$ cat src/lcf_pkg.sv
/*
 lock current fault handler package: register map, field layout, timing tables, types.
 assumes a 10 MHz clock and a phase current magnitude with an LSB of 1/64 A.
*/
package lcf_pkg;
  // =====================================================================
  // register map (byte addresses)
  localparam logic [7:0] LCF_FAULT_SETTINGS_ONE_ADDR = 8'h90;
  localparam logic [7:0] LCF_LOCK_CONTROL_ADDR = 8'h94;
  localparam logic [7:0] LCF_LOCK_STATUS_ADDR = 8'h98;
  localparam logic [7:0] LCF_IRQ_STATUS_ADDR = 8'h9c;
  localparam logic [7:0] LCF_IRQ_MASK_ADDR = 8'ha0;
  localparam logic [31:0] LCF_FAULT_SETTINGS_ONE_RST = 32'h0000_0000;
  localparam logic [31:0] LCF_FAULT_SETTINGS_ONE_WMASK = 32'h7fff_ffff;
  // =====================================================================
  // field positions
  localparam int LCF_THRESH_LSB = 19;
  localparam int LCF_MODE_LSB = 15;
  localparam int LCF_FILTER_LSB = 11;
  localparam int LCF_RETRY_WAIT_LSB = 7;
  localparam int LCF_CLEAR_BIT = 8;
  localparam logic [3:0] LCF_RETRY_LIMIT_RST = 4'h0;
  localparam logic [2:0] LCF_IRQ_MASK_RST = 3'h0;
  // =====================================================================
  // timing: one tick is 0.05 ms
  localparam int LCF_CLK_PERIOD_NS = 100;
  localparam int LCF_TICK_NS = 50000;
  localparam int LCF_TICK_CYCLES = LCF_TICK_NS / LCF_CLK_PERIOD_NS;
  // filter time in ticks: 0.05,0.1,0.2,0.5,1,2.5,5,7.5,10,25,50,75,100,200,500,1000 ms
  localparam logic [17:0] LCF_FILTER_TICKS [16] = '{
    18'd1, 18'd2, 18'd4, 18'd10, 18'd20, 18'd50, 18'd100, 18'd150,
    18'd200, 18'd500, 18'd1000, 18'd1500, 18'd2000, 18'd4000, 18'd10000, 18'd20000};
  // retry wait in ticks: 300 ms, 500 ms, 1 s, 2 s .. 8 s
  localparam logic [17:0] LCF_RETRY_TICKS [10] = '{
    18'd6000, 18'd10000, 18'd20000, 18'd40000, 18'd60000,
    18'd80000, 18'd100000, 18'd120000, 18'd140000, 18'd160000};
  // threshold in 1/64 A: 0.078125 A .. 5.0 A
  localparam logic [8:0] LCF_THRESH_LSBS [16] = '{
    9'd5, 9'd10, 9'd20, 9'd40, 9'd60, 9'd80, 9'd100, 9'd120,
    9'd140, 9'd160, 9'd180, 9'd200, 9'd220, 9'd240, 9'd280, 9'd320};
  // =====================================================================
  // types
  typedef enum logic [1:0] {LCF_ACT_HIZ, LCF_ACT_HS, LCF_ACT_LS, LCF_ACT_NONE} lcf_action_t;
  typedef enum logic [1:0] {LCF_CLS_LATCH, LCF_CLS_RETRY, LCF_CLS_REPORT, LCF_CLS_OFF} lcf_class_t;
  typedef struct packed {
    logic hiz;
    logic hs_brake;
    logic ls_brake;
  } lcf_bridge_t;
  typedef struct packed {
    logic latched;
    logic auto_cleared;
    logic detected;
  } lcf_irq_t;
endpackage

$ cat src/lcf_lock_current_fault.sv
/*
 lock current fault handler: apb register slave, overcurrent filter, mode driven
 fault / retry / brake control, sticky interrupt status.
 assumes current samples synchronous to MCLK_IN; bridge and fault pin consumers outside.
*/
// Contract
// - mode field is 4 bits at 18..15, read/write, reset zero.
// - modes 0h/1h latch fault, assert fault pin, tristate bridge.
// - mode 2h latches fault, asserts fault pin, applies high-side brake.
// - mode 3h latches fault, asserts fault pin, applies low-side brake.
// - modes 4h/5h tristate, fault pin, auto clear after wait, latch past limit.
// - mode 6h high-side brake, fault pin, auto clear up to retry limit.
// - mode 7h low-side brake, auto clear; past limit latch with low-side brake.
// - mode 8h only reports on fault pin; bridge drive unchanged.
// - modes 9h to Fh disable detection: no fault, no action.
// - overcurrent flagged only after persisting for filter time selected at bits 14..11.
// - adc current compared against 4-bit threshold code, 0.078125 A to 5.0 A.
// - wait the selected retry time before each automatic clear.
module lcf_lock_current_fault import lcf_pkg::*; #(
  parameter int CUR_W = 12,
  parameter int TICK_CYCLES = LCF_TICK_CYCLES
) (
  input wire logic MCLK_IN,
  input wire logic RST_N_IN,
  input wire logic PSEL_IN,
  input wire logic PENABLE_IN,
  input wire logic PWRITE_IN,
  input wire logic [7:0] PADDR_IN,
  input wire logic [31:0] PWDATA_IN,
  output logic [31:0] PRDATA_OUT,
  output logic PREADY_OUT,
  output logic PSLVERR_OUT,
  input wire logic [CUR_W-1:0] CURRENT_IN,
  output logic FAULT_OUT_N_OUT,
  output lcf_bridge_t BRIDGE_OUT,
  output logic IRQ_OUT
);

  // =====================================================================
  // decoding helpers
  function automatic lcf_class_t class_of(input logic [3:0] m);
    case (m)
      4'h0, 4'h1, 4'h2, 4'h3: class_of = LCF_CLS_LATCH;
      4'h4, 4'h5, 4'h6, 4'h7: class_of = LCF_CLS_RETRY;
      4'h8: class_of = LCF_CLS_REPORT;
      default: class_of = LCF_CLS_OFF;
    endcase
  endfunction

  function automatic lcf_action_t action_of(input logic [3:0] m);
    case (m)
      4'h2, 4'h6: action_of = LCF_ACT_HS;
      4'h3, 4'h7: action_of = LCF_ACT_LS;
      4'h0, 4'h1, 4'h4, 4'h5: action_of = LCF_ACT_HIZ;
      default: action_of = LCF_ACT_NONE;
    endcase
  endfunction

  // one decoder for the map; anything else answers with an error
  function automatic logic addr_known(input logic [7:0] a);
    case (a)
      LCF_FAULT_SETTINGS_ONE_ADDR, LCF_LOCK_CONTROL_ADDR, LCF_LOCK_STATUS_ADDR,
      LCF_IRQ_STATUS_ADDR, LCF_IRQ_MASK_ADDR: addr_known = 1'b1;
      default: addr_known = 1'b0;
    endcase
  endfunction

  typedef enum logic [1:0] {ST_WATCH, ST_RETRY, ST_LATCHED, ST_REPORT} lcf_state_t;

  logic [31:0] cfg_q;
  logic [3:0] retry_limit_q;
  lcf_irq_t irq_status_q;
  lcf_irq_t irq_mask_q;
  logic pready_q;
  logic [31:0] prdata_q;
  logic pslverr_q;
  logic fault_n_q;
  lcf_bridge_t bridge_q;
  logic irq_q;
  lcf_state_t state_q;
  logic [17:0] tmr_q;
  logic [3:0] retry_cnt_q;
  logic [$clog2(TICK_CYCLES+1)-1:0] div_q;
  logic tick_q;
  lcf_action_t act_q;

  logic [3:0] mode;
  logic [3:0] filt_code;
  logic [3:0] wait_code;
  logic over;
  logic [17:0] filt_ticks;
  logic [17:0] wait_ticks;
  logic acc;
  logic wr;
  logic mapped;
  logic clr_fault;
  logic detect;
  logic filt_done;
  logic wait_done;
  logic faulted;
  lcf_class_t mode_class;
  lcf_irq_t irq_set;

  assign mode = cfg_q[LCF_MODE_LSB +: 4];
  assign mode_class = class_of(mode);
  assign filt_code = cfg_q[LCF_FILTER_LSB +: 4];
  assign wait_code = cfg_q[LCF_RETRY_WAIT_LSB +: 4];
  assign filt_ticks = LCF_FILTER_TICKS[filt_code];
  // codes past 9h have no defined time; they hold the longest wait
  assign wait_ticks = (wait_code > 4'h9) ? LCF_RETRY_TICKS[9] : LCF_RETRY_TICKS[wait_code];
  assign over = CURRENT_IN > CUR_W'(LCF_THRESH_LSBS[cfg_q[LCF_THRESH_LSB +: 4]]);

  // =====================================================================
  // apb slave: one wait state, access completes when pready_q is high
  assign acc = PSEL_IN & PENABLE_IN & pready_q;
  assign wr = acc & PWRITE_IN;
  assign mapped = addr_known(PADDR_IN);
  assign clr_fault = wr && (PADDR_IN == LCF_LOCK_CONTROL_ADDR) && PWDATA_IN[LCF_CLEAR_BIT];

  always_ff @(posedge MCLK_IN or negedge RST_N_IN) begin
    if (!RST_N_IN) begin
      pready_q <= 1'b0;
      pslverr_q <= 1'b0;
      prdata_q <= 32'h0000_0000;
    end else begin
      pready_q <= PSEL_IN & PENABLE_IN & ~pready_q;
      pslverr_q <= PSEL_IN & PENABLE_IN & ~pready_q & ~mapped;
      if (PSEL_IN && PENABLE_IN && !pready_q && !PWRITE_IN) begin
        case (PADDR_IN)
          LCF_FAULT_SETTINGS_ONE_ADDR: prdata_q <= cfg_q;
          LCF_LOCK_CONTROL_ADDR: prdata_q <= {28'h000_0000, retry_limit_q};
          LCF_LOCK_STATUS_ADDR: prdata_q <= {23'h00_0000, over, retry_cnt_q, 2'h0, state_q};
          LCF_IRQ_STATUS_ADDR: prdata_q <= {29'h0000_0000, irq_status_q};
          LCF_IRQ_MASK_ADDR: prdata_q <= {29'h0000_0000, irq_mask_q};
          default: prdata_q <= 32'h0000_0000;
        endcase
      end else begin
        prdata_q <= 32'h0000_0000;
      end
    end
  end

  always_ff @(posedge MCLK_IN or negedge RST_N_IN) begin
    if (!RST_N_IN) begin
      cfg_q <= LCF_FAULT_SETTINGS_ONE_RST;
      retry_limit_q <= LCF_RETRY_LIMIT_RST;
      irq_mask_q <= LCF_IRQ_MASK_RST;
    end else if (wr) begin
      case (PADDR_IN)
        LCF_FAULT_SETTINGS_ONE_ADDR: cfg_q <= PWDATA_IN & LCF_FAULT_SETTINGS_ONE_WMASK;
        LCF_LOCK_CONTROL_ADDR: retry_limit_q <= PWDATA_IN[3:0];
        LCF_IRQ_MASK_ADDR: irq_mask_q <= PWDATA_IN[2:0];
        default: ;
      endcase
    end
  end

  // =====================================================================
  // interrupts: sticky, write one to clear, a new event wins over the clear
  always_ff @(posedge MCLK_IN or negedge RST_N_IN) begin
    if (!RST_N_IN) begin
      irq_status_q <= 3'h0;
      irq_q <= 1'b0;
    end else begin
      if (wr && PADDR_IN == LCF_IRQ_STATUS_ADDR) begin
        irq_status_q <= (irq_status_q & ~lcf_irq_t'(PWDATA_IN[2:0])) | irq_set;
      end else begin
        irq_status_q <= irq_status_q | irq_set;
      end
      irq_q <= |(irq_status_q & irq_mask_q);
    end
  end

  // =====================================================================
  // 0.05 ms tick divider
  always_ff @(posedge MCLK_IN or negedge RST_N_IN) begin
    if (!RST_N_IN) begin
      div_q <= '0;
      tick_q <= 1'b0;
    end else if (div_q == $bits(div_q)'(TICK_CYCLES - 1)) begin
      div_q <= '0;
      tick_q <= 1'b1;
    end else begin
      div_q <= div_q + 1'b1;
      tick_q <= 1'b0;
    end
  end

  // =====================================================================
  // fault state machine; the timer serves the filter while watching and the wait while retrying
  // condition must hold on every clock of the filter window; a gap restarts it
  // one tick past the table value: the first tick may come at once, so the filter never undercuts its time
  assign filt_done = (tmr_q >= filt_ticks);
  assign wait_done = (tmr_q + 18'd1 >= wait_ticks);
  assign detect = (state_q == ST_WATCH) && over && tick_q && filt_done && (mode_class != LCF_CLS_OFF);

  always_comb begin
    irq_set = 3'h0;
    irq_set.detected = detect;
    irq_set.auto_cleared = (state_q == ST_RETRY) && tick_q && wait_done;
    irq_set.latched = detect && ((mode_class == LCF_CLS_LATCH) ||
                      ((mode_class == LCF_CLS_RETRY) && (retry_cnt_q >= retry_limit_q)));
  end

  always_ff @(posedge MCLK_IN or negedge RST_N_IN) begin
    if (!RST_N_IN) begin
      state_q <= ST_WATCH;
      tmr_q <= 18'd0;
      retry_cnt_q <= 4'h0;
      act_q <= LCF_ACT_NONE;
    end else if (mode_class == LCF_CLS_OFF) begin
      // disabling drops any fault in progress
      state_q <= ST_WATCH;
      tmr_q <= 18'd0;
      retry_cnt_q <= 4'h0;
      act_q <= LCF_ACT_NONE;
    end else begin
      case (state_q)
        ST_WATCH: begin
          if (!over) begin
            tmr_q <= 18'd0;
          end else if (detect) begin
            tmr_q <= 18'd0;
            act_q <= action_of(mode);
            case (mode_class)
              LCF_CLS_LATCH: state_q <= ST_LATCHED;
              LCF_CLS_RETRY: begin
                // limit reached: this fault stays latched with the mode's bridge action
                if (retry_cnt_q >= retry_limit_q) begin
                  state_q <= ST_LATCHED;
                end else begin
                  state_q <= ST_RETRY;
                end
              end
              default: state_q <= ST_REPORT;
            endcase
          end else if (tick_q) begin
            tmr_q <= tmr_q + 18'd1;
          end
        end
        ST_RETRY: begin
          if (clr_fault) begin
            state_q <= ST_WATCH;
            tmr_q <= 18'd0;
            retry_cnt_q <= 4'h0;
            act_q <= LCF_ACT_NONE;
          end else if (irq_set.auto_cleared) begin
            state_q <= ST_WATCH;
            tmr_q <= 18'd0;
            retry_cnt_q <= retry_cnt_q + 4'h1;
            act_q <= LCF_ACT_NONE;
          end else if (tick_q) begin
            tmr_q <= tmr_q + 18'd1;
          end
        end
        ST_LATCHED: begin
          if (clr_fault) begin
            state_q <= ST_WATCH;
            tmr_q <= 18'd0;
            retry_cnt_q <= 4'h0;
            act_q <= LCF_ACT_NONE;
          end
        end
        ST_REPORT: begin
          // report-only follows the current: released once it falls below threshold
          if (!over) begin
            state_q <= ST_WATCH;
          end
        end
        default: state_q <= ST_WATCH;
      endcase
    end
  end

  // =====================================================================
  // registered outputs
  // bridge flops follow the action captured at detect, not the live mode field
  assign faulted = (state_q != ST_WATCH);

  always_ff @(posedge MCLK_IN or negedge RST_N_IN) begin
    if (!RST_N_IN) begin
      fault_n_q <= 1'b1;
      bridge_q <= 3'h0;
    end else begin
      fault_n_q <= !faulted;
      bridge_q.hiz <= faulted && (act_q == LCF_ACT_HIZ);
      bridge_q.hs_brake <= faulted && (act_q == LCF_ACT_HS);
      bridge_q.ls_brake <= faulted && (act_q == LCF_ACT_LS);
    end
  end

  assign PRDATA_OUT = prdata_q;
  assign PREADY_OUT = pready_q;
  assign PSLVERR_OUT = pslverr_q;
  assign FAULT_OUT_N_OUT = fault_n_q;
  assign BRIDGE_OUT = bridge_q;
  assign IRQ_OUT = irq_q;

endmodule

$ cat config.mk
export PLATFORM = sky130hd
export DESIGN_NAME = lcf_lock_current_fault
export DESIGN_NICKNAME = d
export VERILOG_FILES = /design/src/lcf_pkg.sv /design/src/lcf_lock_current_fault.sv
export SDC_FILE = /design/constraint.sdc
export NUM_CORES = 1
export LEC_CHECK = 0
export ABC_AREA = 1
export CORE_MARGIN = 10
export CORE_UTILIZATION = 40
export CTS_CLUSTER_SIZE = 12
export DETAILED_ROUTE_END_ITERATION = 8
export DONT_BUFFER_PORTS = 1
export GPL_ROUTABILITY_DRIVEN = 0
export GPL_TIMING_DRIVEN = 0
export PLACE_DENSITY = 0.51
export SLEW_MARGIN = 25
export SYNTH_ARGS = -nofsm -noshare
export SYNTH_HDL_FRONTEND = slang
export SYNTH_SLANG_ARGS = --single-unit
$ cat constraint.sdc
create_clock -name MCLK_IN -period 3.5 [get_ports MCLK_IN]
set_clock_uncertainty 0.1 [all_clocks]
set_input_delay 0.525 -clock MCLK_IN [delete_from_list [all_inputs] [get_ports MCLK_IN]]
set_output_delay 0.525 -clock MCLK_IN [all_outputs]
set_load 0.005 [all_outputs]
==> results of run 1 <==
## cells by family (layout without fill, tap and decap cells)
group	Yosys count	after routing	share of synthesized area
and+or+nand+nor	470	470	0.271
buffers and inverters	155	192	0.0830
AOI/OAI and AO/OA	131	131	0.101
DFF	115	115	0.396
adders and majority gates	68	68	0.117
xor gates and xnor gates	12	12	0.0144
muxes	11	11	0.0170
other	1	1	0.000515
## synthesized netlist by cell type, types with 2 or more instances
master                     count  area (µm²)
sky130_fd_sc_hd__a31oi_1       6        37.5
sky130_fd_sc_hd__nor2_1      109         409
sky130_fd_sc_hd__o21ai_1       2        10.0
sky130_fd_sc_hd__nand4_1       9        56.3
sky130_fd_sc_hd__a21boi_0      2        15.0
sky130_fd_sc_hd__nor3_1       27         135
sky130_fd_sc_hd__or2_2         4        25.0
sky130_fd_sc_hd__clkinv_1      4        15.0
sky130_fd_sc_hd__o21ai_0      52         260
sky130_fd_sc_hd__inv_2         8        30.0
sky130_fd_sc_hd__nor4_2        2        25.0
sky130_fd_sc_hd__xor2_1       11        96.3
sky130_fd_sc_hd__clkbuf_1     16        60.1
sky130_fd_sc_hd__o211ai_1      3        22.5
sky130_fd_sc_hd__a21oi_1      48         240
sky130_fd_sc_hd__inv_1       120         450
sky130_fd_sc_hd__o31ai_1       2        15.0
sky130_fd_sc_hd__dfstp_2       3        78.8
sky130_fd_sc_hd__nand3_1      50         250
sky130_fd_sc_hd__ha_1         68         851
sky130_fd_sc_hd__o21bai_1     11        82.6
sky130_fd_sc_hd__nor3b_1       2        15.0
sky130_fd_sc_hd__nand2_2       3        18.8
sky130_fd_sc_hd__buf_4         3        22.5
sky130_fd_sc_hd__nor3_2        2        20.0
sky130_fd_sc_hd__mux2_2       11         124
sky130_fd_sc_hd__dfrtp_1     112        2800
sky130_fd_sc_hd__buf_2         3        15.0
sky130_fd_sc_hd__nand2_1     257         965
## power by group
| part | switching, mW | leakage (nW) | internal (mW) | total (mW) |
|---|---|---|---|---|
| sequential | 0.00336 | 1.48 | 1.33 | 1.34 |
| clock | 0.685 | 0.250 | 0.934 | 1.62 |
| combinational | 0.0601 | 2.36 | 0.0207 | 0.0809 |
## routing by layer
layer | vias to the layer above | global-route usage | wire length, µm
met5 | - | 0 | 0
met4 | 0 | 0.0414 | 185
met3 | 15 | 0.0455 | 971
met2 | 105 | 0.274 | 9630
met1 | 2750 | 0.217 | 9050
li1 | 3142 | - | -
## sequential cells by signal (all words and copies together), names as in the netlist
name and cells:
PRDATA_OUT 31, cfg_q 31, tmr_q 18, div_q 9
retry_cnt_q 4, retry_limit_q 4, BRIDGE_OUT 3, irq_mask_q 3
irq_status_q 3, act_q 2, state_q 2, FAULT_OUT_N_OUT 1
IRQ_OUT 1, PREADY_OUT 1, PSLVERR_OUT 1, tick_q 1
## worst max-delay path, delay by kind of cell (launching register included)
kind,cells,cell delay (ps)
and+or+nand+nor,13,1290
buffers and inverters,6,640
adders and majority gates,1,310
xor gates and xnor gates,1,200
DFF,1,370
AOI/OAI and AO/OA,1,140
## area by class of cell
type | count | area (µm²)
Buffer | 22 | 105
Clock inverter | 12 | 98.8
Sequential cell | 115 | 2890
Timing Repair Buffer | 6 | 67.6
Clock buffer | 20 | 447
Inverter | 132 | 495
Tap cell | 229 | 287
Multi-Input combinational cell | 693 | 3830
Fill cell | 1870 | 9680
## worst paths after layout
path                               from              to  slack (ps)
setup / recovery               tmr_q[0]  retry_cnt_q[1]         350
hold / removal             PWDATA_IN[4]        cfg_q[4]         150
setup reg to reg               tmr_q[0]  retry_cnt_q[1]         350
hold reg to reg                div_q[0]        div_q[0]         380
max in group asynchronous      RST_N_IN       cfg_q[14]        2140
min in group asynchronous      RST_N_IN        tmr_q[6]         550
## stage by stage
step	cell area, µm²	util	total power, mW	hold slack, ps
3_3_place_gp	7560	0.422	1.41	137
2_1_floorplan	7280	-	1.40	129
4_1_cts	8160	0.456	3.08	134
6_report	8220	0.459	3.04	148
3_5_place_dp	7560	0.422	1.41	137
5_1_grt	8220	0.459	3.16	134
## timing repair
item / in CTS / in global routing
endpoints found under the hold margin: 115 / 0
resized for setup: 3 / 14
setup buffers: 0 / 4
hold buffers: 2 / 0
setup endpoints to repair: 22 / 26
pin swaps: 1 / 0
==> impl_metrics.sql, run 1 <==
INSERT INTO impl_metrics (metric_group, metric, value, unit) VALUES
('run_status', 'result_of_the_run', 'finished clean', ''),
('min_path', 'min_path_cells', '1', ''),
('sta', 'setup_slack', '347', 'ps'),
('floorplanning', 'start_util', '0.406', ''),
('sta', 'tns', '0', 'ps'),
('cells_and_area', 'drive_above_1_share', '0.0970', ''),
('yosys', 'synth_area', '0.00728', 'mm²'),
('global_route', 'initial_antenna_violation_count', '0', ''),
('critical_path', 'worst-r2r-cell-count', '22', ''),
('power_and_ir_drop', 'total_power_per_unit_cell_area', '370', 'mW/mm²'),
('sta', 'timing.fmax', '317', 'MHz'),
('sta', 'grt_setup_unrepaired', 'false', ''),
('sta', 'worstMarginPinSlew', '855', 'ps'),
('yosys', 'flip_flop_cell_with_the_highest_count_after_synthesis', 'sky130_fd_sc_hd__dfrtp_1', ''),
('yosys', 'yosys_warnings', '0', ''),
('clocking', 'cts_clk_pin_slew_worst_paths', '70', 'ps'),
('place', 'dp.final_hpwl', '14900', 'µm'),
('clocking', 'max-clock-path-buffers', '2', ''),
('detailed_routing', 'wirelength', '19800', 'µm'),
('global_route', 'first_pass_grt_wire_length', '32300', 'µm'),
('floorplanning', 'num_io_pins', '96', ''),
('detailed_routing', 'post_drt_via_cell_ratio', '4.89', ''),
('cells_and_area', 'layout_common_cells', 'sky130_fd_sc_hd__nand2_1, sky130_fd_sc_hd__inv_1, sky130_fd_sc_hd__dfrtp_1', ''),
('cells_and_area', 'syn_to_final_growth', '12.9', '%'),
('yosys', 'syn_avg_cell_area', '7.56', 'µm²'),
('clocking', 'root_buffer', 'sky130_fd_sc_hd__clkbuf_16', ''),
('yosys', 'synth_edf_count', '0', ''),
('detailed_routing', 'remaining_drc_errors', '0', ''),
('detailed_routing', 'routed-via-count', '6012', ''),
('detailed_routing', 'drt_iter0_drc', '343', ''),
('floorplanning', 'dieWidth', '155', 'µm'),
('floorplanning', 'row_count', '49', ''),
('sta', 'timing_hold_violations_final', '0', ''),
('critical_path', 'worst_stage_delay_on_the_critical_path', '370', 'ps'),
('critical_path', 'critPathKind', 'flop to flop', ''),
('critical_path', 'crit_path_frequent_cell', 'sky130_fd_sc_hd__nand2_1', ''),
('cells_and_area', 'layout.nets', '1112', ''),
('floorplanning', 'die_area', '0.0240', 'mm²'),
('critical_path', 'cp_data_arrival_time', '3360', 'ps'),
('clocking', 'cts_tree', 'yes', ''),
('sta', 'finalWorstPathRequiredPeriod', '3150', 'ps'),
('sta', 'timing.final.max_slew_violations', '0', ''),
('place', 'place_worst_setup_slack', '-58.0', 'ps'),
('critical_path', 'critical_path_required', '3700', 'ps'),
('place', 'placedCellCount', '1192', ''),
('power_and_ir_drop', 'worst_ir_drop_vdd', '0.000342', 'V'),
('power_and_ir_drop', 'cellLeakagePower', '4.10', 'nW'),
('global_route', 'overflow_left_after_global_routing', '0', ''),
('global_route', 'grt_max_degree', '116', ''),
('critical_path', 'cp_cell_sequence', 'buf_4 > nand3_1 > inv_2 > nand2_1 > nor2_2 > nand3_1 > xor2_2 > inv_1 > ha_1 > nand2_1 > inv_1 > nand2_1 > nand2_1 > a21oi_1 > nand3_1 > nand2_1 > nand3_1 > nand2_1 > inv_2 > buf_4 > nand3_1 > nand2_1', ''),
('yosys', 'synth_seq_cells', '115', ''),
('clocking', 'htree_levels', '4', ''),
('clocking', 'clock_latency', '420', 'ps'),
('cells_and_area', 'instances_no_fill', '1229', ''),
('yosys', 'async_reset_ff_frac', '1.00', ''),
('clocking', 'cts_made_buffers', '17', ''),
('clocking', 'cts_num_sinks', '115', ''),
('cells_and_area', 'n_antenna_cell', '0', ''),
('yosys', 'ys_seq_area_frac', '0.396', ''),
('run', 'number_of_max_cap_violations', '0', ''),
('sta', 'setup_viol', '0', ''),
('critical_path', 'worst-path-max-fanout', '7', ''),
('critical_path', 'slowest_stage', 'sky130_fd_sc_hd__dfrtp_1', ''),
('floorplanning', 'chip_height', '155', 'µm'),
('detailed_routing', 'ant_nets', '0', ''),
('yosys', 'synth_cell_types', '42', ''),
('cells_and_area', 'mostFrequentLayoutCell', 'sky130_fd_sc_hd__nand2_1', ''),
('place', 'io_buffers', '0', ''),
('critical_path', 'worstSetupStartpointType', 'flop', ''),
('global_route', 'first_global_vias', '5877', ''),
('global_route', 'grt_util_all_layers', '0.169', ''),
('detailed_routing', 'drt_pre_antenna_iters', '4', ''),
('sta', 'maxSlewHeadroom', '0.425', ''),
('detailed_routing', 'wl_per_cell', '16.1', 'µm'),
('yosys', 'synth_fp_nets', '1088', ''),
('yosys', 'syn_inst', '963', ''),
('floorplanning', 'core-area', '0.0179', 'mm²'),
('critical_path', 'timing.critical_path.to_type', 'flop', ''),
('min_path', 'hold_path_class', 'input port to flop', ''),
('sta', 'min_period_over_period', '0.901', '');
(Power assumes the default switching activity.)
==> run 2: changes to the inputs <==
--- a/config.mk
+++ b/config.mk
@@ -6,6 +6,7 @@
 export NUM_CORES = 1
 export LEC_CHECK = 0
 export ABC_AREA = 1
+export CORE_ASPECT_RATIO = 0.75
 export CORE_MARGIN = 10
 export CORE_UTILIZATION = 40
 export CTS_CLUSTER_SIZE = 12
@@ -14,6 +15,7 @@
 export GPL_ROUTABILITY_DRIVEN = 0
 export GPL_TIMING_DRIVEN = 0
 export PLACE_DENSITY = 0.51
+export REMOVE_ABC_BUFFERS = 1
 export SLEW_MARGIN = 25
 export SYNTH_ARGS = -nofsm -noshare
 export SYNTH_HDL_FRONTEND = slang
==> run 2 against run 1 <==
Compared with the run above: critical path depth is 1 lower; hold slack better by 6.2 ps; highest routed layer unchanged; setup slack worse by 5.3 ps; sequential share of layout area about the same; sequential cell count is the same; global-route usage fell by 0.67 points; register-to-register slack is essentially flat; critical path type unchanged; largest cell class unchanged; first-iteration DRC count increased by 46%.
==> impl_metrics.sql, run 2 (synthesized netlist as in run 1, its figures left out) <==
INSERT INTO impl_metrics (metric_group, metric, value, unit) VALUES
('detailed_routing', 'post_drt_via_cell_ratio', '4.92', ''),
('min_path', 'hold_path_class', 'input port to flop', ''),
('cells_and_area', 'instances_no_fill', '1224', ''),
('sta', 'grt_setup_unrepaired', 'false', ''),
('detailed_routing', 'routed-via-count', '6027', ''),
('global_route', 'overflow_left_after_global_routing', '0', ''),
('clocking', 'cts_num_sinks', '115', ''),
('sta', 'timing.fmax', '317', 'MHz'),
('cells_and_area', 'drive_above_1_share', '0.0979', ''),
('cells_and_area', 'syn_to_final_growth', '13.0', '%'),
('power_and_ir_drop', 'finalPower', '3.14', 'mW'),
('global_route', 'initial_antenna_violation_count', '1', ''),
('detailed_routing', 'wirelength', '19100', 'µm'),
('sta', 'setup_viol', '0', ''),
('clocking', 'clock_latency', '420', 'ps'),
('cells_and_area', 'layout_common_cells', 'sky130_fd_sc_hd__nand2_1, sky130_fd_sc_hd__inv_1, sky130_fd_sc_hd__dfrtp_1', ''),
('place', 'io_buffers', '0', ''),
('detailed_routing', 'drt_pre_antenna_iters', '5', ''),
('cells_and_area', 'layout.nets', '1093', ''),
('global_route', 'grt_util_all_layers', '0.162', ''),
('sta', 'min_period_over_period', '0.902', ''),
('detailed_routing', 'remaining_drc_errors', '0', ''),
('clocking', 'cts_clk_pin_slew_worst_paths', '60', 'ps'),
('power_and_ir_drop', 'worst_ir_drop_vdd', '0.000277', 'V'),
('place', 'dp.final_hpwl', '14300', 'µm'),
('critical_path', 'timing.critical_path.to_type', 'flop', ''),
('detailed_routing', 'drt_iter0_drc', '502', ''),
('detailed_routing', 'wl_per_cell', '15.6', 'µm'),
('floorplanning', 'die_area', '0.0240', 'mm²'),
('global_route', 'first_pass_grt_wire_length', '30900', 'µm'),
('sta', 'finalWorstPathRequiredPeriod', '3160', 'ps'),
('global_route', 'grt_max_degree', '116', ''),
('clocking', 'root_buffer', 'sky130_fd_sc_hd__clkbuf_16', ''),
('detailed_routing', 'ant_nets', '0', ''),
('clocking', 'max-clock-path-buffers', '2', ''),
('critical_path', 'worstSetupStartpointType', 'flop', ''),
('clocking', 'htree_levels', '4', ''),
('sta', 'timing.final.max_slew_violations', '0', ''),
('sta', 'timing_hold_violations_final', '0', ''),
('run', 'number_of_max_cap_violations', '0', ''),
('floorplanning', 'chip_height', '137', 'µm'),
('sta', 'timing.hold.ws', '154', 'ps'),
('sta', 'worstMarginPinSlew', '889', 'ps'),
('run_status', 'result_of_the_run', 'finished clean', ''),
('sta', 'maxSlewHeadroom', '0.405', ''),
('critical_path', 'cp_data_arrival_time', '3370', 'ps'),
('floorplanning', 'core-area', '0.0178', 'mm²'),
('clocking', 'cts_made_buffers', '17', ''),
('floorplanning', 'num_io_pins', '96', ''),
('floorplanning', 'dieWidth', '176', 'µm'),
('critical_path', 'critical_path_required', '3710', 'ps'),
('critical_path', 'worst-path-max-fanout', '7', ''),
('floorplanning', 'row_count', '42', ''),
('place', 'placedCellCount', '1183', ''),
('cells_and_area', 'stdcell_area', '0.00822', 'mm²'),
('place', 'post_dp_cell_area', '0.00750', 'mm²'),
('floorplanning', 'start_util', '0.410', ''),
('power_and_ir_drop', 'cellLeakagePower', '4.11', 'nW'),
('critical_path', 'critPathKind', 'flop to flop', ''),
('clocking', 'cts_tree', 'yes', ''),
('power_and_ir_drop', 'total_power_per_unit_cell_area', '382', 'mW/mm²'),
('cells_and_area', 'mostFrequentLayoutCell', 'sky130_fd_sc_hd__nand2_1', ''),
('sta', 'tns', '0', 'ps'),
('critical_path', 'timing.reg2reg.setup_slack', '340', 'ps'),
('global_route', 'first_global_vias', '5679', '');
## run 2: changes by cell type in the layout (fill, tap and decap cells not counted), sizes merged
cell,before,now
buf,12,8
clkbuf,35,18
bufinv,0,2
diode,0,1
clkinv,7,11
clkinvlp,5,1
## run 2: worst paths after layout
check                               from        endpoint  cells past startpoint
setup / recovery                tmr_q[0]  retry_cnt_q[3]                     21
max in group asynchronous       RST_N_IN        tmr_q[0]                      2
hold reg to reg                 div_q[0]        div_q[0]                      1
hold / removal             PWDATA_IN[25]       cfg_q[25]                      1
min in group asynchronous       RST_N_IN       cfg_q[13]                      2
setup reg to reg                tmr_q[0]  retry_cnt_q[3]                     21
## run 2: worst max-delay path: stages (launching register included)
cell	delay, ps
sky130_fd_sc_hd__dfrtp_2	440
sky130_fd_sc_hd__ha_2	210
sky130_fd_sc_hd__nand3_1	130
sky130_fd_sc_hd__inv_2	150
sky130_fd_sc_hd__nand3_2	120
sky130_fd_sc_hd__nor2_4	160
sky130_fd_sc_hd__xor2_2	200
sky130_fd_sc_hd__inv_1	70
sky130_fd_sc_hd__ha_1	270
sky130_fd_sc_hd__nand2_1	50
sky130_fd_sc_hd__nor2_2	100
sky130_fd_sc_hd__inv_1	50
sky130_fd_sc_hd__nor2_1	130
sky130_fd_sc_hd__nand3_1	90
sky130_fd_sc_hd__nand3_1	110
sky130_fd_sc_hd__nand2_2	100
sky130_fd_sc_hd__nand3_1	110
sky130_fd_sc_hd__nand2_1	120
sky130_fd_sc_hd__inv_2	140
sky130_fd_sc_hd__nand2_2	90
sky130_fd_sc_hd__nand2_1	70
sky130_fd_sc_hd__nand2_1	40
## run 2: layer usage
metal / vias to the layer above / GRT usage / wire (µm)
met5: - / 0 / 0
met4: 0 / 0.0352 / 140
met3: 12 / 0.0716 / 1860
met2: 143 / 0.212 / 7340
met1: 2781 / 0.236 / 9800
li1: 3091 / - / -
## run 2: where the power goes
part	total, mW	internal (mW)	leakage (nW)	switching, mW
clock network	1.73	1.06	0.285	0.672
logic	0.0793	0.0188	2.34	0.0605
registers	1.34	1.33	1.49	0.00321
total	3.14	2.41	4.11	0.736
## run 2: metrics by stage
stage	util	worst slack, ps
floorplan	-	636
global placement	0.421	-458
detailed placement	0.422	-379
CTS	0.458	61.3
global route	0.463	29.6
finish	0.463	342
## run 2: cell type report
class                   instances  area, µm²
repair buffers                  9        110
fillers                      1818       9540
well taps                     242        303
diodes                          1       2.50
multi-input cells             693       3840
clock inverters                14        153
flip-flops and latches        115       2890
inverters                     132        495
clock buffers                  18        429
## run 2: timing repair
item | in CTS | in global routing
hold buffers | 2 | 0
gates resized for setup | 5 | 14
hold endpoints to repair | 115 | 0
setup buffers | 0 | 6
endpoints found under the setup margin | 22 | 26
pin swaps | 0 | 1
==> run 3: changes to the inputs <==
--- a/config.mk
+++ b/config.mk
@@ -6,15 +6,15 @@
 export NUM_CORES = 1
 export LEC_CHECK = 0
 export ABC_AREA = 1
+export BUFFER_PORTS_ARGS = -buffer_cell sky130_fd_sc_hd__buf_2
 export CORE_ASPECT_RATIO = 0.75
 export CORE_MARGIN = 10
 export CORE_UTILIZATION = 40
 export CTS_CLUSTER_SIZE = 12
 export DETAILED_ROUTE_END_ITERATION = 8
-export DONT_BUFFER_PORTS = 1
 export GPL_ROUTABILITY_DRIVEN = 0
 export GPL_TIMING_DRIVEN = 0
-export PLACE_DENSITY = 0.51
+export PLACE_DENSITY = 0.56
 export REMOVE_ABC_BUFFERS = 1
 export SLEW_MARGIN = 25
 export SYNTH_ARGS = -nofsm -noshare
==> run 3 against run 2 <==
Compared with the run above: total power up 1.2%; sequential cell count unchanged; via count up 4.3%; routed wire length down 2.0%; largest power group unchanged; final area up 5.1%; critical path depth down 1; cell count up 7.2%; combinational power up 45%; maximum frequency down 1.4%; first-iteration DRC count up 0.60%.
==> impl_metrics.sql, run 3 (synthesized netlist as in run 1, its figures left out) <==
INSERT INTO impl_metrics (metric_group, metric, value, unit) VALUES
('run_status', 'result_of_the_run', 'finished clean', ''),
('cells_and_area', 'n_antenna_cell', '0', ''),
('global_route', 'grt_max_degree', '81', ''),
('run', 'number_of_max_cap_violations', '0', ''),
('place', 'placedCellCount', '1277', ''),
('cells_and_area', 'fillerInstances', '1832', ''),
('floorplanning', 'dieWidth', '176', 'µm'),
('floorplanning', 'chip_height', '137', 'µm'),
('cells_and_area', 'syn_to_final_growth', '18.8', '%'),
('sta', 'setup_slack', '296', 'ps'),
('clocking', 'clock_latency', '420', 'ps'),
('place', 'dp.final_hpwl', '14200', 'µm'),
('floorplanning', 'num_io_pins', '96', ''),
('floorplanning', 'start_util', '0.410', ''),
('power_and_ir_drop', 'cellLeakagePower', '4.51', 'nW'),
('floorplanning', 'core-area', '0.0178', 'mm²'),
('cells_and_area', 'layout_common_cells', 'sky130_fd_sc_hd__nand2_1, sky130_fd_sc_hd__inv_1, sky130_fd_sc_hd__dfrtp_1', ''),
('global_route', 'first_pass_grt_wire_length', '30900', 'µm'),
('detailed_routing', 'drt_pre_antenna_iters', '5', ''),
('sta', 'worstMarginPinSlew', '911', 'ps'),
('place', 'io_buffers', '93', ''),
('clocking', 'root_buffer', 'sky130_fd_sc_hd__clkbuf_16', ''),
('cells_and_area', 'drive_above_1_share', '0.167', ''),
('global_route', 'overflow_left_after_global_routing', '0', ''),
('sta', 'timing_hold_violations_final', '0', ''),
('clocking', 'cts_made_buffers', '17', ''),
('critical_path', 'cp_data_arrival_time', '3440', 'ps'),
('clocking', 'cts_tree', 'yes', ''),
('detailed_routing', 'wl_per_cell', '14.3', 'µm'),
('critical_path', 'worst-path-max-fanout', '14', ''),
('detailed_routing', 'ant_nets', '0', ''),
('sta', 'timing.fmax', '312', 'MHz'),
('sta', 'maxSlewHeadroom', '0.390', ''),
('power_and_ir_drop', 'finalPower', '3.18', 'mW'),
('global_route', 'initial_antenna_violation_count', '0', ''),
('detailed_routing', 'routed-via-count', '6286', ''),
('critical_path', 'critical_path_required', '3740', 'ps'),
('cells_and_area', 'instances_no_fill', '1312', ''),
('sta', 'min_period_over_period', '0.915', ''),
('sta', 'setup_viol', '0', ''),
('cells_and_area', 'mostFrequentLayoutCell', 'sky130_fd_sc_hd__nand2_1', ''),
('sta', 'finalWorstPathRequiredPeriod', '3200', 'ps'),
('floorplanning', 'row_count', '42', ''),
('cells_and_area', 'layout.nets', '1182', ''),
('min_path', 'hold_path_class', 'input port to flop', ''),
('clocking', 'cts_num_sinks', '115', ''),
('global_route', 'first_global_vias', '5964', ''),
('clocking', 'max-clock-path-buffers', '2', ''),
('detailed_routing', 'post_drt_via_cell_ratio', '4.79', ''),
('clocking', 'cts_clk_pin_slew_worst_paths', '60', 'ps'),
('global_route', 'grt_util_all_layers', '0.159', ''),
('power_and_ir_drop', 'total_power_per_unit_cell_area', '368', 'mW/mm²'),
('detailed_routing', 'remaining_drc_errors', '0', ''),
('critical_path', 'timing.critical_path.to_type', 'flop', ''),
('floorplanning', 'die_area', '0.0240', 'mm²'),
('critical_path', 'worstSetupStartpointType', 'flop', ''),
('detailed_routing', 'wirelength', '18800', 'µm'),
('power_and_ir_drop', 'worst_ir_drop_vdd', '0.000247', 'V'),
('critical_path', 'critPathKind', 'flop to flop', ''),
('clocking', 'htree_levels', '4', ''),
('place', 'place_worst_setup_slack', '-419', 'ps'),
('detailed_routing', 'drt_iter0_drc', '505', ''),
('sta', 'timing.final.max_slew_violations', '0', ''),
('place', 'post_dp_cell_area', '0.00800', 'mm²'),
('cells_and_area', 'stdcell_area', '0.00865', 'mm²');
-- run 3: worst paths after layout --
path                                from            end  slack (ps)  cells after the start
setup / recovery                tmr_q[0]      tmr_q[15]         300                     20
min in group asynchronous       RST_N_IN  PRDATA_OUT[6]         460                      2
hold reg to reg                 div_q[0]       div_q[0]         380                      1
setup reg to reg                tmr_q[0]      tmr_q[15]         300                     20
hold / removal             PWDATA_IN[23]      cfg_q[23]         230                      2
max in group asynchronous       RST_N_IN       div_q[7]        2150                      3
-- run 3: metrics by stage --
| stage | setup TNS (ps) | hold slack, ps | util |
|---|---|---|---|
| 3_3_place_gp | -20150 | 355 | 0.447 |
| 5_1_grt | -0.0187 | 214 | 0.487 |
| 6_report | 0 | 228 | 0.487 |
| 2_1_floorplan | 0 | 129 | - |
| 4_1_cts | 0 | 221 | 0.485 |
| 3_5_place_dp | -6180 | 319 | 0.450 |
-- run 3: report_power, final --
group / switching, mW / internal (mW)
Sequential: 0.00264 / 1.33
Clock: 0.720 / 1.01
Combinational: 0.0729 / 0.0420
-- run 3: critical path, stage by stage, from the launching register on --
cell,delay [ps]
sky130_fd_sc_hd__dfrtp_2,390
sky130_fd_sc_hd__buf_4,190
sky130_fd_sc_hd__nand3_1,130
sky130_fd_sc_hd__inv_2,110
sky130_fd_sc_hd__nand2_1,90
sky130_fd_sc_hd__nor2_1,160
sky130_fd_sc_hd__nand3_1,100
sky130_fd_sc_hd__xor2_1,230
sky130_fd_sc_hd__inv_1,90
sky130_fd_sc_hd__ha_1,310
sky130_fd_sc_hd__nand2_1,70
sky130_fd_sc_hd__inv_1,40
sky130_fd_sc_hd__nand2_1,50
sky130_fd_sc_hd__nand2_1,40
sky130_fd_sc_hd__a21oi_1,150
sky130_fd_sc_hd__nand3_1,150
sky130_fd_sc_hd__nand2_2,130
sky130_fd_sc_hd__nand2_1,90
sky130_fd_sc_hd__nand2_4,170
sky130_fd_sc_hd__nand2_2,130
sky130_fd_sc_hd__o21bai_1,180
-- run 3: area by class of cell --
type,instances,area (µm²),area share
clock buffer,17,425,0.0492
sequential,115,2890,0.334
timing repair buffer,98,548,0.0634
inverter,132,495,0.0573
clock inverter,15,163,0.0188
tap,242,303,0.0350
multi-input combinational,693,3830,0.443
-- run 3: per-layer routing --
metal / routed length [µm] / track usage / vias up
met1: 9900 / 0.235 / 2835
met5: 0 / 0 / -
met3: 1290 / 0.0504 / 18
met2: 7370 / 0.216 / 157
met4: 190 / 0.0451 / 0
li1: - / - / 3276
-- run 3: repair_timing --
| action | in CTS | in global routing |
|---|---|---|
| hold buffers | 1 | 0 |
| pin swaps | 1 | 1 |
| buffers inserted | 1 | 1 |
| setup endpoints to repair | 26 | 26 |
| resized for setup | 4 | 8 |
| endpoints found under the hold margin | 32 | 0 |
